## src/rtl/ubdr_defines.vh

```
// How it works
// - Reception flag sets when line reads 0 at first sample slot of start search.
// - Reception flag is read-only; its setting sets interrupt status bit 0, which raises the interrupt when masked in.
// - Reception flag clears on a rejected false start or on an idle character.
// - Data buffer reads give received bits; writes load transmit bits.
// - Reset leaves the data buffer contents alone; no reset value.
// - One rate-select register sets the rate for receiver and transmitter.
// - Prescale field 00/01/10/11 divides by 1/3/4/13; read/write, reset clears.
// - Divisor field divides by two to the field value, 1 to 128; reset clears.
// - Bit rate is source clock over 64 times prescale times divisor.
// - Source clock is bus clock or crystal reference, chosen by an option bit.
`ifndef UBDR_DEFINES_VH
`define UBDR_DEFINES_VH
`define UBDR_ADR_STATUS2 4'h0
`define UBDR_ADR_DATA 4'h4
`define UBDR_ADR_RATE 4'h8
`define UBDR_ADR_OPTION 4'hC
`define UBDR_ADR_IRQ_STAT 5'h10
`define UBDR_ADR_IRQ_MASK 5'h14
`define UBDR_RATE_RESET 8'h00
`define UBDR_PD_00 4'h0
`define UBDR_PD_01 4'h2
`define UBDR_PD_10 4'h3
`define UBDR_PD_11 4'hC
`define UBDR_PRE_BITS 5:4
`define UBDR_DIV_BITS 2:0
`define UBDR_SRC_BIT 0
`define UBDR_RPF_BIT 0
`define UBDR_BASE_DIV 4'h3
`define UBDR_IRQ_START 0
`define UBDR_IRQ_FALSE 1
`define UBDR_IRQ_IDLE 2
`endif

```

## src/rtl/ubdr_top.v

```verilog
// The Wishbone interface to the registers and the register offsets were decided locally.
`timescale 1ns/10ps
`default_nettype none
`include "ubdr_defines.vh"
module ubdr_top
(
   input wire CLK, // Bus clock, 100 MHz
   input wire RST_N, // Asynchronous reset, active low
   input wire CRYSTAL_REF_EN, // One-cycle pulse per crystal reference clock edge
   input wire WB_CYC_I, // Wishbone cycle
   input wire WB_STB_I, // Wishbone strobe
   input wire WB_WE_I, // Wishbone write enable
   input wire [3:0] WB_SEL_I, // Wishbone byte selects
   input wire [7:0] WB_ADR_I, // Wishbone byte address
   input wire [31:0] WB_DAT_I, // Wishbone write data
   output reg [31:0] WB_DAT_O, // Wishbone read data
   output reg WB_ACK_O, // Wishbone acknowledge
   input wire RXD, // Receive line
   input wire RX_ENABLE, // Receiver enabled
   input wire RX_FALSE_START, // Receiver rejected false start, pulse
   input wire RX_IDLE_CHAR, // Receiver found idle character, pulse
   input wire RX_LOAD, // Receive shifter delivers a byte, pulse
   input wire [7:0] RX_BYTE, // Byte from receive shifter
   output reg [7:0] TX_BYTE, // Byte for transmit shifter
   output reg TX_LOAD, // Transmit byte written, pulse
   output reg RATE_16X, // Sample tick at 16x bit rate, pulse
   output reg [3:0] SAMPLE_SLOT, // Slot number within bit period
   output reg RECEPTION_ACTIVE, // Reception in progress flag
   output wire IRQ // Interrupt, level, active high
);
   reg [7:0] received_bits;
   reg [2:0] rate_divisor_field;
   reg [1:0] rate_prescale_field;
   reg rate_clock_source_select;
   reg [2:0] irq_stat;
   reg [2:0] irq_mask;
   reg [3:0] base_cnt;
   reg [3:0] pre_cnt;
   reg [7:0] div_cnt;
   reg [3:0] prescale_divisor;
   reg [7:0] rate_divisor;
   reg searching;
   reg start_evt;
   wire src_tick;
   wire base_tick;
   wire pre_tick;
   wire access;
   wire wr;
   wire rd;
   wire [2:0] clr_bits;
   wire [2:0] set_bits;

   assign access = WB_CYC_I & WB_STB_I & ~WB_ACK_O;
   // Writes land at the edge where the master sees ack high
   assign wr = WB_CYC_I & WB_STB_I & WB_ACK_O & WB_WE_I & WB_SEL_I[0];
   assign rd = access & ~WB_WE_I;
   assign src_tick = rate_clock_source_select ? CRYSTAL_REF_EN : 1'b1;

   always @*
   begin
      case (rate_prescale_field)
         2'b00: prescale_divisor = `UBDR_PD_00;
         2'b01: prescale_divisor = `UBDR_PD_01;
         2'b10: prescale_divisor = `UBDR_PD_10;
         default: prescale_divisor = `UBDR_PD_11;
      endcase
      rate_divisor = (8'h01 << rate_divisor_field) - 8'h01;
   end

   // Divide by 4 then prescale gives 16x; divisor then slows it; 16 slots make 64
   assign base_tick = src_tick & (base_cnt == `UBDR_BASE_DIV);
   assign pre_tick = base_tick & (pre_cnt == prescale_divisor);

   always @(posedge CLK or negedge RST_N)
   begin
      if (!RST_N)
      begin
         base_cnt <= 4'h0;
         pre_cnt <= 4'h0;
         div_cnt <= 8'h00;
         RATE_16X <= 1'b0;
      end
      else
      begin
         RATE_16X <= 1'b0;
         if (src_tick)
            base_cnt <= base_tick ? 4'h0 : base_cnt + 4'h1;
         if (base_tick)
            pre_cnt <= pre_tick ? 4'h0 : pre_cnt + 4'h1;
         if (pre_tick)
         begin
            if (div_cnt >= rate_divisor)
            begin
               div_cnt <= 8'h00;
               RATE_16X <= 1'b1;
            end
            else
               div_cnt <= div_cnt + 8'h01;
         end
      end
   end

   always @(posedge CLK or negedge RST_N)
   begin
      if (!RST_N)
      begin
         SAMPLE_SLOT <= 4'h1;
         searching <= 1'b1;
         RECEPTION_ACTIVE <= 1'b0;
         start_evt <= 1'b0;
      end
      else
      begin
         start_evt <= 1'b0;
         if (RX_FALSE_START | RX_IDLE_CHAR | ~RX_ENABLE)
         begin
            RECEPTION_ACTIVE <= 1'b0;
            searching <= 1'b1;
            SAMPLE_SLOT <= 4'h1;
         end
         else if (RATE_16X)
         begin
            SAMPLE_SLOT <= (SAMPLE_SLOT == 4'hF) ? 4'h0 : SAMPLE_SLOT + 4'h1;
            if (searching)
            begin
               SAMPLE_SLOT <= 4'h1;
               if (!RXD)
               begin
                  RECEPTION_ACTIVE <= 1'b1;
                  searching <= 1'b0;
                  start_evt <= 1'b1;
                  SAMPLE_SLOT <= 4'h2;
               end
            end
         end
      end
   end

   assign set_bits = {RX_IDLE_CHAR, RX_FALSE_START, start_evt};
   assign clr_bits = (wr && WB_ADR_I[4:0] == `UBDR_ADR_IRQ_STAT) ? WB_DAT_I[2:0] : 3'h0;
   assign IRQ = |(irq_stat & irq_mask);

   always @(posedge CLK or negedge RST_N)
   begin
      if (!RST_N)
      begin
         rate_prescale_field <= 2'b00;
         rate_divisor_field <= 3'b000;
         rate_clock_source_select <= 1'b0;
         irq_stat <= 3'h0;
         irq_mask <= 3'h0;
         WB_ACK_O <= 1'b0;
         WB_DAT_O <= 32'h00000000;
         TX_LOAD <= 1'b0;
      end
      else
      begin
         WB_ACK_O <= access;
         TX_LOAD <= 1'b0;
         irq_stat <= (irq_stat & ~clr_bits) | set_bits;
         if (wr)
         begin
            case (WB_ADR_I[4:0])
               {1'b0, `UBDR_ADR_DATA}: TX_LOAD <= 1'b1;
               {1'b0, `UBDR_ADR_RATE}:
               begin
                  rate_prescale_field <= WB_DAT_I[`UBDR_PRE_BITS];
                  rate_divisor_field <= WB_DAT_I[`UBDR_DIV_BITS];
               end
               {1'b0, `UBDR_ADR_OPTION}: rate_clock_source_select <= WB_DAT_I[`UBDR_SRC_BIT];
               `UBDR_ADR_IRQ_MASK: irq_mask <= WB_DAT_I[2:0];
               default: ;
            endcase
         end
         if (rd)
         begin
            case (WB_ADR_I[4:0])
               {1'b0, `UBDR_ADR_STATUS2}: WB_DAT_O <= {31'h0, RECEPTION_ACTIVE};
               {1'b0, `UBDR_ADR_DATA}: WB_DAT_O <= {24'h0, received_bits};
               {1'b0, `UBDR_ADR_RATE}:
                  WB_DAT_O <= {26'h0, rate_prescale_field, 1'b0, rate_divisor_field};
               {1'b0, `UBDR_ADR_OPTION}: WB_DAT_O <= {31'h0, rate_clock_source_select};
               `UBDR_ADR_IRQ_STAT: WB_DAT_O <= {29'h0, irq_stat};
               `UBDR_ADR_IRQ_MASK: WB_DAT_O <= {29'h0, irq_mask};
               default: WB_DAT_O <= 32'h00000000;
            endcase
         end
      end
   end

   // Data buffer halves carry no reset
   always @(posedge CLK)
   begin
      if (RX_LOAD)
         received_bits <= RX_BYTE;
      if (wr && WB_ADR_I[4:0] == {1'b0, `UBDR_ADR_DATA})
         TX_BYTE <= WB_DAT_I[7:0];
   end
endmodule // ubdr_top
`default_nettype wire

```

## config.mk

```make
export PLATFORM = sky130hd
export DESIGN_NAME = ubdr_top
export DESIGN_NICKNAME = d
export VERILOG_FILES = /design/src/rtl/ubdr_top.v
export VERILOG_INCLUDE_DIRS = /design/src /design/src/rtl
export SDC_FILE = /design/constraint.sdc
export NUM_CORES = 1
export LEC_CHECK = 0
export BUFFER_PORTS_ARGS = -buffer_cell sky130_fd_sc_hd__buf_2
export CORE_UTILIZATION = 30
export DETAILED_ROUTE_END_ITERATION = 10
export GPL_TIMING_DRIVEN = 1
export PLACE_DENSITY_LB_ADDON = 0.3
export SETUP_SLACK_MARGIN = 0.3
export SLEW_MARGIN = 15
export SYNTH_ARGS = -nofsm -noshare
export SYNTH_HDL_FRONTEND = slang
export SYNTH_SLANG_ARGS = --single-unit
```

## constraint.sdc

```tcl
create_clock -name CLK -period 6.1 [get_ports CLK]
set_clock_uncertainty 0.15 [all_clocks]
set_input_delay 0.915 -clock CLK [delete_from_list [all_inputs] [get_ports CLK]]
set_output_delay 0.915 -clock CLK [all_outputs]
set_load 0.01 [all_outputs]
```

== Yosys cells after proc, flatten, opt, wreduce, memory -nomap -nowiden ==
Index checks and enable logic that the tools add are counted.

* Magnitude comparators: 1
* Bitwise operators: 17
* Eq/ne operators: 11
* $add $sub $neg: 5
* Shifts and indexed selects: 1
* Multiplexer cells: 28
* Reductions and logical operators: 11

{| class="wikitable"
|+ Operators with widths
! operator !! number
|-
| one-hot mux 8 bit (6 select lines) || 1
|-
| two-way mux 4 bit || 6
|-
| two-way mux 1 bit || 17
|-
| adder 4 x 1 -> 4 bit, second input constant || 3
|-
| one-hot mux 4 bit (3 select lines) || 1
|-
| == test 5 x 4 -> 1 bit, second input constant || 2
|-
| == test 5 bit, second input constant || 2
|-
| adder 8 x 1 -> 8 bit, second input constant || 1
|-
| bitwise AND 1 bit || 8
|-
| >= comparator 8 bit || 1
|-
| two-way mux 8 bit || 1
|-
| left shift 1 x 3 -> 8 bit, first input constant || 1
|-
| subtractor 8 x 1 -> 8 bit, second input constant || 1
|-
| bitwise AND 3 bit || 2
|-
| AND reduction 2 bit || 3
|-
| == test 5 x 3 -> 1 bit, second input constant || 1
|-
| logical NOT 5 bit || 1
|-
| == test 4 x 2 -> 1 bit, second input constant || 1
|-
| == test 4 bit || 1
|-
| == test 4 bit, second input constant || 1
|-
| nonzero test 2 bit || 2
|-
| two-way mux 3 bit || 1
|-
| NOT 1 bit || 3
|-
| NOT 3 bit || 1
|-
| other kinds (10) || 12
|}

* Logic and storage cells: 92
* Bits of input ports: 63
* Bits in registers: 86
* Output and inout port bits: 49

== Depth between registers and ports, before layout ==
* Depth after elaboration: 9
* Gate-level depth with buffers: 13
* Gate-level depth less buffers: 12

== Worst setup path before layout ==
No wires, ideal clock.

* Path type: register to register
* Start point: register rate_divisor_field[0]
* End point: register div_cnt[7]
* Arrival time: 2.675 ns
* Path slack: 3.149 ns
* Stages on the path, launching flop included: 13
* Required time: 5.824 ns
* Library setup time: 0.126 ns
* Path buffers: 2
* Cell sequence: dfrtp_1 -> clkbuf_1 -> or3_1 -> ha_1 -> clkbuf_1 -> nor3_1 -> a21oi_1 -> o21a_1 -> ha_1 -> nand4_1 -> o31ai_4 -> nor2_4 -> a221o_1

* Longest elaborated chain between the ends: 4

{| class="wikitable"
|+ Ends and longest elaborated chain
! what !! line !! text
|-
| start: declaration || ubdr_top.v:32 || <nowiki>reg [2:0] rate_divisor_field;</nowiki>
|-
| start signal: assignment || ubdr_top.v:168 || <nowiki>rate_divisor_field <= WB_DAT_I[`UBDR_DIV_BITS];</nowiki>
|-
| left shift 1 x 3 -> 8 bit || ubdr_top.v:67 || <nowiki>rate_divisor = (8'h01 << rate_divisor_field) - 8'h01;</nowiki>
|-
| subtractor 8 x 1 -> 8 bit || ubdr_top.v:67 ||
|-
| >= comparator 8 bit || ubdr_top.v:92 || <nowiki>if (div_cnt >= rate_divisor)</nowiki>
|-
| two-way mux 8 bit || ubdr_top.v:92 ||
|-
| end signal: assignment || ubdr_top.v:98 || <nowiki>div_cnt <= div_cnt + 8'h01;</nowiki>
|-
| end: declaration || ubdr_top.v:39 || <nowiki>reg [7:0] div_cnt;</nowiki>
|}

No other way between the ends.
A chain may end at the register's enable or synchronous reset.

== Worst setup path after layout ==
* Start point: register rate_divisor_field[2]
* End point: register div_cnt[7]

The elaborated chain is that of the path after synthesis.

==> impl_metrics.ini <==
[logic_synthesis]
netlist_instances = 279
synth-seq-area-share_pct = 51.28
synthTopCellsByArea = dfrtp_1, edfxtp_1, ha_1
ys_async_sr_fraction_pct = 74.19
netlist_top_cells_count = dfrtp_1, nand2_1, buf_4
yosysTopAreaCell = dfrtp_1
synthesis.area_sq_mm = 0.003187
syn_area_per_cell_sq_um = 11.42
yosysWarningCount = 0
synth_cell_types = 53
ys_ff_latch = 62
synthFlopType = dfrtp_1
yosys.cell_count.top_type = dfrtp_1
synth-edff-count = 16
synth_top_area_share_pct = 34.55

[clock_network]
cts.repair.resized = 0
clk_latency_ns = 0.34
clk_pin_slew_ns = 0.07
cts-root-buf = clkbuf_8
htreeDepth = 3
cts_hold_buf = 0
cts_tree = built
cts_sinks = 62
cts_buffer_depth = 2
numCtsBuffers = 9
post_cts_buffers = 0

[grt]
grt_use_total_pct = 13.05
grt-ovfl-total = 0
grt_max_degree = 47
grt_pass1_vias = 2286
antenna_found_initial = 0
grt_pass1_wl_mm = 11.01

[worst_setup_path]
path_cells = or3_1 -> ha_1 -> nor3_1 -> a21oi_1 -> o21a_1 -> ha_1 -> nand4_1 -> o31ai_4 -> nor2_4 -> a221o_1
r2r_cells = 10
worstPathArrival_ns = 3.19
critPathLaunchType = register
cp-end-kind = register
timing.rr.end = div_cnt[7]$_DFFE_PN0P_
crit_type = register to register
critical-path-max-stage-delay_ns = 0.46
r2r_slack_ns = 2.98
slowest_stage = dfrtp_1
r2r-start = rate_divisor_field[2]$_DFFE_PN0P_
crit_top_cell = ha_1
worstPathMaxFanout = 8
required_ns = 6.17

[sta]
tightest_slew_ns = 0.8835
post-route-min-period_ns = 3.118
final_max_slew_viol_count = 0
slew-limit-headroom_pct = 40.88
rsz0062_at_grt = no
hold_viol = 0
setup_violations = 0
finalSetupTns_ns = 0
fin_ws_ns = 2.982
fmax_ghz = 0.3207
fin_hold_ws_ns = 0.2993
final.period_utilization_pct = 51.11

[detailed_routing]
wl_mm = 6.419
vias = 2220
post-route-drc-count = 0
drt-initial-drc-count = 78
dr.pass1.iters = 4
viasPerCell = 4.596
ant_nets = 0
avgRoutedWirePerCell_um = 13.29

[die]
dieArea_sq_mm = 0.01104
core_sq_mm = 0.01032
initial_core_util_pct = 30.87
die_y_um = 105.1
num_rows = 37
io_pins = 112
die_w_um = 105.1

[power]
clkPwrFrac_pct = 34.6
power.total_mw = 1.015
p_int_uw = 723.2
p_sw_uw = 291.9
p_seq_share_pct = 49.2
swShare_pct = 28.76
p_leak_nw = 1.712
max-vdd-ir-drop_uv = 105.0
power_frac_comb_pct = 16.3
power_density_mw_per_mm2 = 273.1

[placed_design]
placed_area_sq_mm = 0.003525
gp_congestion = 0.7409
port_buffers = 57
pre_cts_ws_ns = 2.967
dp_hpwl_mm = 4.753

[flow_run]
cap_violations = 0

[finish]
layout.nets = 420
drive_gt1_share_pct = 29.11
seq_area_sq_mm = 0.001634
diodes = 0
multi_input_area_sq_mm = 0.001413
nFillCells = 1018
finalInstanceArea_sq_mm = 0.003717
syn_to_final_growth_pct = 16.65

[worst_hold_path]
min_path_type = register to register
hp-start = start_evt$_DFF_PN0_
hold_depth = 1
min_to = irq_stat[0]$_DFF_PN0_

[run_status]
status = completed
critical path, delay by kind of cell (launching register included):
kind	cells	cell delay [ns]
AOI/OAI and AO/OA	4	1.00
adders and majority gates	2	0.55
DFF	1	0.46
and+or+nand+nor	4	0.84
logic make-up (layout without fill, tap and decap cells):
logic type / count (synthesis) / after routing / share of synthesized area [%]
multiplexers: 14 / 14 / 5.300
XOR/XNOR: 7 / 7 / 1.924
other: 2 / 25 / 0.2357
buffers and inverters: 34 / 79 / 7.106
adder cells (fa/ha/maj): 15 / 15 / 5.889
AND/OR/NAND/NOR: 89 / 89 / 15.35
flip-flops: 62 / 62 / 51.28
AO/OA/AOI/OAI: 56 / 56 / 12.92
metrics by stage:
stage | instances | utilization (%)
6_report | 483 | 36.01
3_3_place_gp | 467 | 34.14
4_1_cts | 483 | 35.98
2_1_floorplan | 302 | -
5_1_grt | 483 | 36.01
3_5_place_dp | 467 | 34.14
power by group through the flow:
| stage | logic (mW) | clock network, mW | registers (mW) |
|---|---|---|---|
| 2_1_floorplan | 0.130 | 0 | 0.498 |
| 3_3_place_gp | 0.158 | 0 | 0.505 |
| 3_5_place_dp | 0.167 | 0 | 0.507 |
| 4_1_cts | 0.168 | 0.359 | 0.500 |
| 5_1_grt | 0.192 | 0.374 | 0.509 |
| 6_report | 0.165 | 0.351 | 0.499 |
cells in the final DEF (no fill, tap or decap), types with 3 or more instances in the layout:
cell type	instances
a21o_1	4
a21oi_1	6
a222oi_1	3
a22o_1	5
a22o_2	3
a22oi_1	3
and3_1	6
buf_2	56
clkbuf_8	9
conb_1	25
dfrtp_1	44
edfxtp_1	16
ha_1	15
inv_1	6
mux2_2	13
nand2_1	29
nand2b_1	3
nand3_1	6
nand4_1	4
nor2_1	18
nor2b_1	3
nor3_1	3
o211ai_1	3
o21ai_0	13
o21ai_1	5
xnor2_1	3
xor2_1	4
flip-flops by register name (all words and copies together) (netlist names), 3 cells and up:
register and count:
TX_BYTE 8, WB_DAT_O 8, div_cnt 8, received_bits 8
SAMPLE_SLOT 4, base_cnt 4, pre_cnt 4, irq_mask 3
irq_stat 3, rate_divisor_field 3
per-layer routing:
metal / vias to the layer above / global-route usage [%] / wire length [um]
met5: - / 0 / 0
met1: 1052 / 16.69 / 3056
li1: 1094 / - / -
met2: 65 / 20.58 / 2964
met3: 9 / 3.618 / 314
met4: 0 / 5.734 / 83
how the worst max path moves through the flow:
stage / from / to / slack (ns) / cells past startpoint
after floorplan: rate_divisor_field[0]$_DFFE_PN0P_ / div_cnt[7]$_DFFE_PN0P_ / 3.15 / 12
after global placement: rate_divisor_field[2]$_DFFE_PN0P_ / div_cnt[6]$_DFFE_PN0P_ / 2.99 / 10
after detailed placement: rate_divisor_field[2]$_DFFE_PN0P_ / div_cnt[7]$_DFFE_PN0P_ / 2.97 / 10
after CTS: rate_divisor_field[2]$_DFFE_PN0P_ / div_cnt[6]$_DFFE_PN0P_ / 2.95 / 10
after global routing: rate_divisor_field[1]$_DFFE_PN0P_ / div_cnt[4]$_DFFE_PN0P_ / 2.67 / 10
final: rate_divisor_field[2]$_DFFE_PN0P_ / div_cnt[7]$_DFFE_PN0P_ / 2.98 / 10
final cells by class:
| class | count | share of cell area [%] |
|---|---|---|
| Sequential cell | 62 | 43.96 |
| Clock buffer | 10 | 3.433 |
| Multi-Input combinational cell | 206 | 38.00 |
| Clock inverter | 6 | 1.683 |
| Timing Repair Buffer | 57 | 7.741 |
| Inverter | 6 | 0.6059 |
| Tap cell | 136 | 4.578 |
No activity file was read; power rests on OpenSTA's default activity.
